`src/verilog/pin_block_pkg.sv`:
```
// shared constants for the pin function and port block
package pin_block_pkg;
    // ------------------------------------------------------------------
    // widths and bus clock divide ratio
    // ------------------------------------------------------------------
    localparam int PORT_WIDTH = 8;
    localparam int IN_ONLY_WIDTH = 8;
    localparam int CLK_DIV = 2;
    // ------------------------------------------------------------------
    // reset values
    // ------------------------------------------------------------------
    localparam logic [7:0] DIR_RESET = 8'h00;
    localparam logic [7:0] DATA_RESET = 8'h00;
    // bit six of the input-only port is absent
    localparam logic [7:0] IN_ONLY_MASK = 8'hbf;
    // ------------------------------------------------------------------
    // shared line positions on the input-only port
    // ------------------------------------------------------------------
    localparam int ASYNC_RX_BIT = 0;
    localparam int ASYNC_TX_BIT = 1;
    localparam int SPI_LO_BIT = 2;
    localparam int SPI_HI_BIT = 5;
    // ------------------------------------------------------------------
    // interrupt sensitivity options
    // ------------------------------------------------------------------
    localparam logic IRQ_EDGE_ONLY = 1'b0;
    localparam logic IRQ_EDGE_LEVEL = 1'b1;
endpackage
```
`src/verilog/bidir_port.sv`:
```
// one bidirectional 8-bit port with direction register and optional pull-ups
module bidir_port #(
    parameter int WIDTH = pin_block_pkg::PORT_WIDTH,
    parameter logic [pin_block_pkg::PORT_WIDTH-1:0] PULL_OPT = '0
) (
    input wire logic clk_in,
    input wire logic rst_n_in,
    input wire logic dir_we_in,
    input wire logic [WIDTH-1:0] dir_wdata_in,
    input wire logic data_we_in,
    input wire logic [WIDTH-1:0] data_wdata_in,
    input wire logic [WIDTH-1:0] pin_in,
    output logic [WIDTH-1:0] pin_out,
    output logic [WIDTH-1:0] pin_oe_out,
    output logic [WIDTH-1:0] pull_en_out,
    output logic [WIDTH-1:0] read_out
);
    // the pull option and reset constants are sized for the 8-line port only
    if (WIDTH != pin_block_pkg::PORT_WIDTH) begin : g_bad_width
        $error("port width must be 8");
    end

    logic [WIDTH-1:0] dir_q;
    logic [WIDTH-1:0] data_q;
    logic [WIDTH-1:0] pin_val;

    always_ff @(posedge clk_in or negedge rst_n_in) begin
        if (!rst_n_in) begin
            dir_q <= pin_block_pkg::DIR_RESET;
            data_q <= pin_block_pkg::DATA_RESET;
        end else begin
            if (dir_we_in) dir_q <= dir_wdata_in;
            if (data_we_in) data_q <= data_wdata_in;
        end
    end

    genvar i;
    generate
        for (i = 0; i < WIDTH; i++) begin : g_bit
            // output lines read back the latch, inputs read the pin
            assign pin_val[i] = dir_q[i] ? data_q[i] : pin_in[i];
        end
    endgenerate

    assign pin_out = data_q;
    assign pin_oe_out = dir_q;
    assign pull_en_out = PULL_OPT;
    assign read_out = pin_val;
endmodule // bidir_port

```
`src/verilog/pin_block.sv`:
```
// pin-level top: bus clock, reset, timer pins, irq and four ports
module pin_block #(
    parameter logic [7:0] PULL_IRQ_OPT = 8'h00,
    parameter logic IRQ_MODE = pin_block_pkg::IRQ_EDGE_ONLY
) (
    input wire logic CORE_CLK_IN,
    input wire logic RSTN_IN,
    input wire logic OSC_CLK_IN,
    input wire logic IRQ_N_IN,
    input wire logic CAPTURE_IN,
    input wire logic COMPARE_LEVEL_IN,
    input wire logic [1:0] DIR_WE_IN,
    input wire logic [2:0] DATA_WE_IN,
    input wire logic [7:0] WDATA_IN,
    input wire logic DIR_WE_C_IN,
    input wire logic [7:0] FIRST_PORT_LINES_IN,
    input wire logic [7:0] SECOND_PORT_LINES_IN,
    input wire logic [7:0] THIRD_PORT_LINES_IN,
    input wire logic [7:0] INPUT_ONLY_PORT_LINES_IN,
    output logic BUS_CLK_OUT,
    output logic RST_SYNC_N_OUT,
    output logic [7:0] FIRST_PORT_LINES_OUT,
    output logic [7:0] FIRST_PORT_OE_OUT,
    output logic [7:0] SECOND_PORT_LINES_OUT,
    output logic [7:0] SECOND_PORT_OE_OUT,
    output logic [7:0] SECOND_PORT_PULL_OUT,
    output logic [7:0] THIRD_PORT_LINES_OUT,
    output logic [7:0] THIRD_PORT_OE_OUT,
    output logic [7:0] FIRST_PORT_READ_OUT,
    output logic [7:0] SECOND_PORT_READ_OUT,
    output logic [7:0] THIRD_PORT_READ_OUT,
    output logic [7:0] INPUT_ONLY_READ_OUT,
    output logic [1:0] ASYNC_SERIAL_UNIT_OUT,
    output logic [3:0] SPI_LINES_OUT,
    output logic CAPTURE_EVENT_OUT,
    output logic COMPARE_OUTPUT_PIN_OUT,
    output logic EXT_IRQ_OUT,
    output logic PORT_IRQ_OUT
);
    // ------------------------------------------------------------------
    // reset release
    // ------------------------------------------------------------------
    logic rst_meta_q;
    logic rst_sync_q;

    always_ff @(posedge CORE_CLK_IN or negedge RSTN_IN) begin
        if (!RSTN_IN) begin
            rst_meta_q <= 1'b0;
            rst_sync_q <= 1'b0;
        end else begin
            rst_meta_q <= 1'b1;
            rst_sync_q <= rst_meta_q;
        end
    end

    wire rst_n = rst_sync_q;

    // ------------------------------------------------------------------
    // bus clock divider
    // ------------------------------------------------------------------
    // oscillator sampled as a synchronous input; must be slower than half the core clock
    logic osc_q;
    logic bus_clk_q;
    wire osc_rise = OSC_CLK_IN && !osc_q;

    always_ff @(posedge CORE_CLK_IN or negedge rst_n) begin
        if (!rst_n) begin
            osc_q <= 1'b0;
            bus_clk_q <= 1'b0;
        end else begin
            osc_q <= OSC_CLK_IN;
            if (osc_rise) bus_clk_q <= !bus_clk_q;
        end
    end

    // ------------------------------------------------------------------
    // bidirectional ports
    // ------------------------------------------------------------------
    logic [7:0] a_pin;
    logic [7:0] a_oe;
    logic [7:0] a_rd;
    logic [7:0] b_pin;
    logic [7:0] b_oe;
    logic [7:0] b_pull;
    logic [7:0] b_rd;
    logic [7:0] c_pin;
    logic [7:0] c_oe;
    logic [7:0] c_rd;

    bidir_port u_first (
        .clk_in(CORE_CLK_IN),
        .rst_n_in(rst_n),
        .dir_we_in(DIR_WE_IN[0]),
        .dir_wdata_in(WDATA_IN),
        .data_we_in(DATA_WE_IN[0]),
        .data_wdata_in(WDATA_IN),
        .pin_in(FIRST_PORT_LINES_IN),
        .pin_out(a_pin),
        .pin_oe_out(a_oe),
        .pull_en_out(),
        .read_out(a_rd)
    );

    bidir_port #(.PULL_OPT(PULL_IRQ_OPT)) u_second (
        .clk_in(CORE_CLK_IN),
        .rst_n_in(rst_n),
        .dir_we_in(DIR_WE_IN[1]),
        .dir_wdata_in(WDATA_IN),
        .data_we_in(DATA_WE_IN[1]),
        .data_wdata_in(WDATA_IN),
        .pin_in(SECOND_PORT_LINES_IN),
        .pin_out(b_pin),
        .pin_oe_out(b_oe),
        .pull_en_out(b_pull),
        .read_out(b_rd)
    );

    bidir_port u_third (
        .clk_in(CORE_CLK_IN),
        .rst_n_in(rst_n),
        .dir_we_in(DIR_WE_C_IN),
        .dir_wdata_in(WDATA_IN),
        .data_we_in(DATA_WE_IN[2]),
        .data_wdata_in(WDATA_IN),
        .pin_in(THIRD_PORT_LINES_IN),
        .pin_out(c_pin),
        .pin_oe_out(c_oe),
        .pull_en_out(),
        .read_out(c_rd)
    );

    // ------------------------------------------------------------------
    // second port interrupt: only lines whose option also gives a pull-up
    // ------------------------------------------------------------------
    logic [7:0] b_prev_q;
    wire [7:0] b_fall = b_prev_q & ~b_rd & PULL_IRQ_OPT;
    wire port_irq_d = |b_fall;

    // ------------------------------------------------------------------
    // input-only port, timer pins, external interrupt
    // ------------------------------------------------------------------
    wire [7:0] d_val = INPUT_ONLY_PORT_LINES_IN & pin_block_pkg::IN_ONLY_MASK;
    logic cap_prev_q;
    logic irq_prev_q;
    wire cap_edge = CAPTURE_IN ^ cap_prev_q;
    wire irq_fall = irq_prev_q && !IRQ_N_IN;
    // level mode keeps the request up while the pin stays low
    wire irq_level = (IRQ_MODE == pin_block_pkg::IRQ_EDGE_LEVEL) && !IRQ_N_IN;
    wire ext_irq_d = irq_fall || irq_level;

    always_ff @(posedge CORE_CLK_IN or negedge rst_n) begin
        if (!rst_n) begin
            b_prev_q <= 8'hff;
            cap_prev_q <= 1'b0;
            irq_prev_q <= 1'b1;
        end else begin
            b_prev_q <= b_rd;
            cap_prev_q <= CAPTURE_IN;
            irq_prev_q <= IRQ_N_IN;
        end
    end

    // ------------------------------------------------------------------
    // registered outputs
    // ------------------------------------------------------------------
    always_ff @(posedge CORE_CLK_IN or negedge rst_n) begin
        if (!rst_n) begin
            FIRST_PORT_LINES_OUT <= 8'h00;
            FIRST_PORT_OE_OUT <= 8'h00;
            SECOND_PORT_LINES_OUT <= 8'h00;
            SECOND_PORT_OE_OUT <= 8'h00;
            SECOND_PORT_PULL_OUT <= 8'h00;
            THIRD_PORT_LINES_OUT <= 8'h00;
            THIRD_PORT_OE_OUT <= 8'h00;
            FIRST_PORT_READ_OUT <= 8'h00;
            SECOND_PORT_READ_OUT <= 8'h00;
            THIRD_PORT_READ_OUT <= 8'h00;
            INPUT_ONLY_READ_OUT <= 8'h00;
            ASYNC_SERIAL_UNIT_OUT <= 2'h0;
            SPI_LINES_OUT <= 4'h0;
            CAPTURE_EVENT_OUT <= 1'b0;
            COMPARE_OUTPUT_PIN_OUT <= 1'b0;
            EXT_IRQ_OUT <= 1'b0;
            PORT_IRQ_OUT <= 1'b0;
        end else begin
            FIRST_PORT_LINES_OUT <= a_pin;
            FIRST_PORT_OE_OUT <= a_oe;
            SECOND_PORT_LINES_OUT <= b_pin;
            SECOND_PORT_OE_OUT <= b_oe;
            SECOND_PORT_PULL_OUT <= b_pull;
            THIRD_PORT_LINES_OUT <= c_pin;
            THIRD_PORT_OE_OUT <= c_oe;
            FIRST_PORT_READ_OUT <= a_rd;
            SECOND_PORT_READ_OUT <= b_rd;
            THIRD_PORT_READ_OUT <= c_rd;
            INPUT_ONLY_READ_OUT <= d_val;
            ASYNC_SERIAL_UNIT_OUT <= d_val[pin_block_pkg::ASYNC_TX_BIT:pin_block_pkg::ASYNC_RX_BIT];
            SPI_LINES_OUT <= d_val[pin_block_pkg::SPI_HI_BIT:pin_block_pkg::SPI_LO_BIT];
            CAPTURE_EVENT_OUT <= cap_edge;
            COMPARE_OUTPUT_PIN_OUT <= COMPARE_LEVEL_IN;
            EXT_IRQ_OUT <= ext_irq_d;
            PORT_IRQ_OUT <= port_irq_d;
        end
    end

    assign BUS_CLK_OUT = bus_clk_q;
    assign RST_SYNC_N_OUT = rst_sync_q;
endmodule // pin_block

```
`config.mk`:
```
export PLATFORM = sky130hd
export DESIGN_NAME = pin_block
export DESIGN_NICKNAME = d
export VERILOG_FILES = /design/src/verilog/pin_block_pkg.sv /design/src/verilog/bidir_port.sv /design/src/verilog/pin_block.sv
export SDC_FILE = /design/constraint.sdc
export NUM_CORES = 1
export LEC_CHECK = 0
export BUFFER_PORTS_ARGS = -buffer_cell sky130_fd_sc_hd__buf_2
export CAP_MARGIN = 25
export CORE_AREA = 2 2 76 133
export DETAILED_ROUTE_END_ITERATION = 8
export DIE_AREA = 0 0 78 135
export PLACE_DENSITY = 0.82
export SKIP_CTS_REPAIR_TIMING = 1
export SYNTH_ARGS = -nofsm -noshare
export SYNTH_HDL_FRONTEND = slang
export SYNTH_SLANG_ARGS = --single-unit
```
`constraint.sdc`:
```
create_clock -name CORE_CLK_IN -period 5.11 [get_ports CORE_CLK_IN]
set_clock_uncertainty 0.1 [all_clocks]
set_input_delay 0 -clock CORE_CLK_IN [delete_from_list [all_inputs] [get_ports CORE_CLK_IN]]
set_output_delay 0 -clock CORE_CLK_IN [all_outputs]
set_load 0.02 [all_outputs]
```
## Yosys cells after proc, flatten, opt, wreduce, memory -nomap -nowiden

Cells that the tools add are included.

| cells by class | value |
|---|---|
| mux-type cells | 24 |
| bitwise logic cells | 1 |
| reduce and logical (&&, ||, !) cells | 5 |

Operators with widths:

| operator | count |
|---|---|
| $mux 1 | 24 |
| $logic_not 1->1 | 3 |
| $logic_and 1x1->1 | 2 |
| $xor 1x1->1 | 1 |

| storage, ports and cells | value |
|---|---|
| register bits | 142 |
| bits of input ports | 52 |
| output and inout port bits | 100 |
| logic and storage cells | 57 |

## Longest topological paths before layout

| logic depth | value |
|---|---|
| depth after elaboration | 2 |
| gate-level depth with buffers | 2 |
| mapped depth without buffers | 2 |

## Cells and area by module

From an unflattened synthesis, not the netlist that was laid out.

| unflattened totals | value |
|---|---|
| cells, all modules | 263 |
| area, all modules | 4967.3 sq um |

Modules (own cells, without submodules):

| module | times used | cells an instance | area each (sq um) | seq. area each (sq um) |
|---|---|---|---|---|
| pin_block | 1 | 110 | 2516.2 | 2403.6 |
| bidir_port | 3 | 51 | 817.0 | 400.4 |

## Worst setup path before layout

Ideal clock, no wire load.

| path | value |
|---|---|
| path type | register to output |
| start point | register rst_sync_q, in the netlist RST_SYNC_N_OUT |
| end point | output port RST_SYNC_N_OUT |
| data arrival time | 3304 ps |
| data required time | 5010 ps |
| slack | 1706 ps |
| stages on the path, launching flop included | 1 |
| path buffers | 0 |
| path through | dfrtp_1 |

RTL lines:

| what | RTL line | text |
|---|---|---|
| start: declaration | pin_block.sv:44 | `logic rst_sync_q;` |
| start signal: assignment | pin_block.sv:52 | `rst_sync_q <= rst_meta_q;` |
| end: declaration | pin_block.sv:21 | `output logic RST_SYNC_N_OUT,` |

No word-level cell between the ends.

==> flow_metrics.tcl <==
set metrics [dict create \
    clkTransAtPathRegs_ns 0.06 \
    crit_path_start_kind "flip-flop" \
    r2r_end "u_first.pin_out[3]" \
    hold_slack_ns 0.1455 \
    drive_above_1_share 0.5400 \
    cts.path.max_buffers 2 \
    drv_slew 0 \
    cts-root-buf "clkbuf_16" \
    dp_cells 486 \
    routed_wirelength_mm 10.40 \
    grt_pass1_wl_mm 14.32 \
    holdCritPathClass "input port to flip-flop" \
    die_area_um2 10530 \
    synth-async-reset-ratio 1.000 \
    drtPass1Iterations 4 \
    worst-path-max-fanout 72 \
    crit_arrival_ns 2.20 \
    outcome "finished, final reports clean" \
    drc 0 \
    fin_crit_sh 0.3640 \
    syn_area_per_cell_um2 19.58 \
    p_switching_mw 0.6900 \
    finalHoldViolCount 0 \
    r2r_start "RST_SYNC_N_OUT" \
    total_power_mw 2.757 \
    crit_chain "buf_4" \
    ys.flop_type "dfrtp_1" \
    leakage_nw 3.181 \
    synth_top_cell_area_share 0.7311 \
    clk_latency_ns 0.41 \
    vias_per_cell 4.608 \
    synth_area_leader_cell "dfrtp_1" \
    critPathRequiredTime_ns 5.45 \
    yosys.cell_count.top_type "dfrtp_1" \
    p_sw_frac 0.2503 \
    core-area_um2 9409 \
    intPower_mw 2.067 \
    cts_made_buffers 17 \
    synthTopCellsByArea "dfrtp_1, mux2_4, mux2_2" \
    die_h_um 135 \
    slowest_delay_ns 0.98 \
    crit_path_start "RST_SYNC_N_OUT" \
    slew-limit-headroom 0.4333 \
    r2r.worst_path.cells 1 \
    vias 2636 \
    ioPinCount 152 \
    cts_tree "built" \
    grt_max_degree 73 \
    grt_pass1_vias 2620 \
    dp_hpwl_mm 6.132 \
    crit_family "flip-flops" \
    endpoint "u_first.pin_out[3]" \
    seqPwrFrac 0.455 \
    drtIter0Drc 94 \
    ant_nets 0 \
    path_class "flip-flop to async pin" \
    diodes 0 \
    netlist_top_cells_count "dfrtp_1, mux2_4, mux2_2" \
    final_cells 572 \
    syn-cell-area_um2 4621 \
    fin_setup_tns_ns 0 \
    worstSetupEndpointType "async pin" \
    grt.overflow.total 0 \
    yosysSeqAreaShare 0.7368 \
    antenna_found_initial 0 \
    numPortBuffers 140 \
    ir_worst_vdd_mv 0.2366 \
    combPwrFrac 0.134 \
    initial_core_util 0.4911 \
    clock-sinks 136 \
    pwr-share-clk 0.411 \
    ys_types 11 \
    h-tree-depth 4 \
    cp.depth 1 \
    yosysWarnings 0 \
    critPathBufInv 1 \
    wire_per_inst_um 18.18 \
    gp_congestion 0.7695 \
    tightestPinTransition_ns 0.8500 \
    period_needed_ns 1.860 \
    rsz0062_at_grt "false" \
    cp_slowest_cell "dfrtp_4" \
    powerDensity_nw_per_um2 429.1 \
    fmax_mhz 537.7 \
    synth_edf_count 0 \
    die_w_um 78 \
    setup_violations 0 \
    ys_ff_latch 136 \
    syn_inst 236 \
    rrSetupSlack_ns 3.25 \
    syn2layout_area_growth_pct 39.05 \
    grtUsageTotal 0.1891 \
    drv_cap 0 \
    nets 489 \
    rows 47 \
    final_core_util 0.6828 \
]
==> cells by family after synthesis <==
| family | after synthesis | share of synthesized area |
|---|---|---|
| DFF | 136 | 0.7368 |
| muxes | 72 | 0.2145 |
| buffers and inverters | 22 | 0.04062 |
| xor gates and xnor gates | 2 | 0.003792 |
| and+or+nand+nor | 2 | 0.002710 |
| other | 2 | 0.001625 |
==> power by group through the flow <==
stage / logic, mW / registers [mW] / clock network [mW]
4_1_cts: 0.335 / 1.26 / 1.15
2_1_floorplan: 0.125 / 1.36 / 0
3_3_place_gp: 0.326 / 1.26 / 0
6_report: 0.369 / 1.25 / 1.13
5_1_grt: 0.388 / 1.27 / 1.21
3_5_place_dp: 0.334 / 1.27 / 0
==> worst min-delay path by stage <==
stage,from,endpoint,slack [ns],depth (start not counted)
finish,INPUT_ONLY_PORT_LINES_IN[4],SPI_LINES_OUT[2],0.15,2
global route,COMPARE_LEVEL_IN,COMPARE_OUTPUT_PIN_OUT,0.12,2
CTS,RSTN_IN,RST_SYNC_N_OUT,-0.75,1
detailed placement,RSTN_IN,rst_meta_q,-0.31,1
global placement,RSTN_IN,rst_meta_q,-0.32,1
floorplan,RSTN_IN,RST_SYNC_N_OUT,-0.40,0
==> area by class of cell <==
type / count / area (um2)
multi-input cells: 87 / 1062
clock inverters: 8 / 71.32
clock buffers: 24 / 481.7
repair buffers: 195 / 1249
fillers: 635 / 2984
flip-flops and latches: 136 / 3408
well taps: 122 / 152.6
==> layout by cell type (no fill, tap or decap) <==
| master | instances |
|---|---|
| clkbuf_8 | 3 |
| bufinv_16 | 1 |
| mux2_2 | 24 |
| buf_4 | 1 |
| clkbuf_16 | 17 |
| clkinv_2 | 5 |
| mux2_4 | 48 |
| nor2b_1 | 1 |
| nand2b_1 | 1 |
| clkinv_4 | 1 |
| dlygate4sd3_1 | 54 |
| conb_1 | 11 |
| dfrtp_1 | 134 |
| clkinvlp_4 | 1 |
| buf_2 | 140 |
| xor2_1 | 1 |
| clkbuf_1 | 4 |
| dfrtp_4 | 1 |
| xnor2_1 | 1 |
| dfstp_2 | 1 |
==> layer usage <==
layer	global-route usage	vias to the layer above	routed length, um
li1	-	1164	-
met1	0.2066	1343	3602
met2	0.3276	103	6073
met3	0.05882	26	403
met4	0.09747	0	321
met5	0	-	0
==> stage by stage <==
stage               worst slack, ns  instance area (um2)
floorplan                    0.7772                 4654
global route                  2.887                 6425
global placement              3.256                 5331
finish                        3.250                 6425
CTS                           3.127                 5884
detailed placement            3.149                 5331
Note: power is estimated with default switching activity, not from simulation.
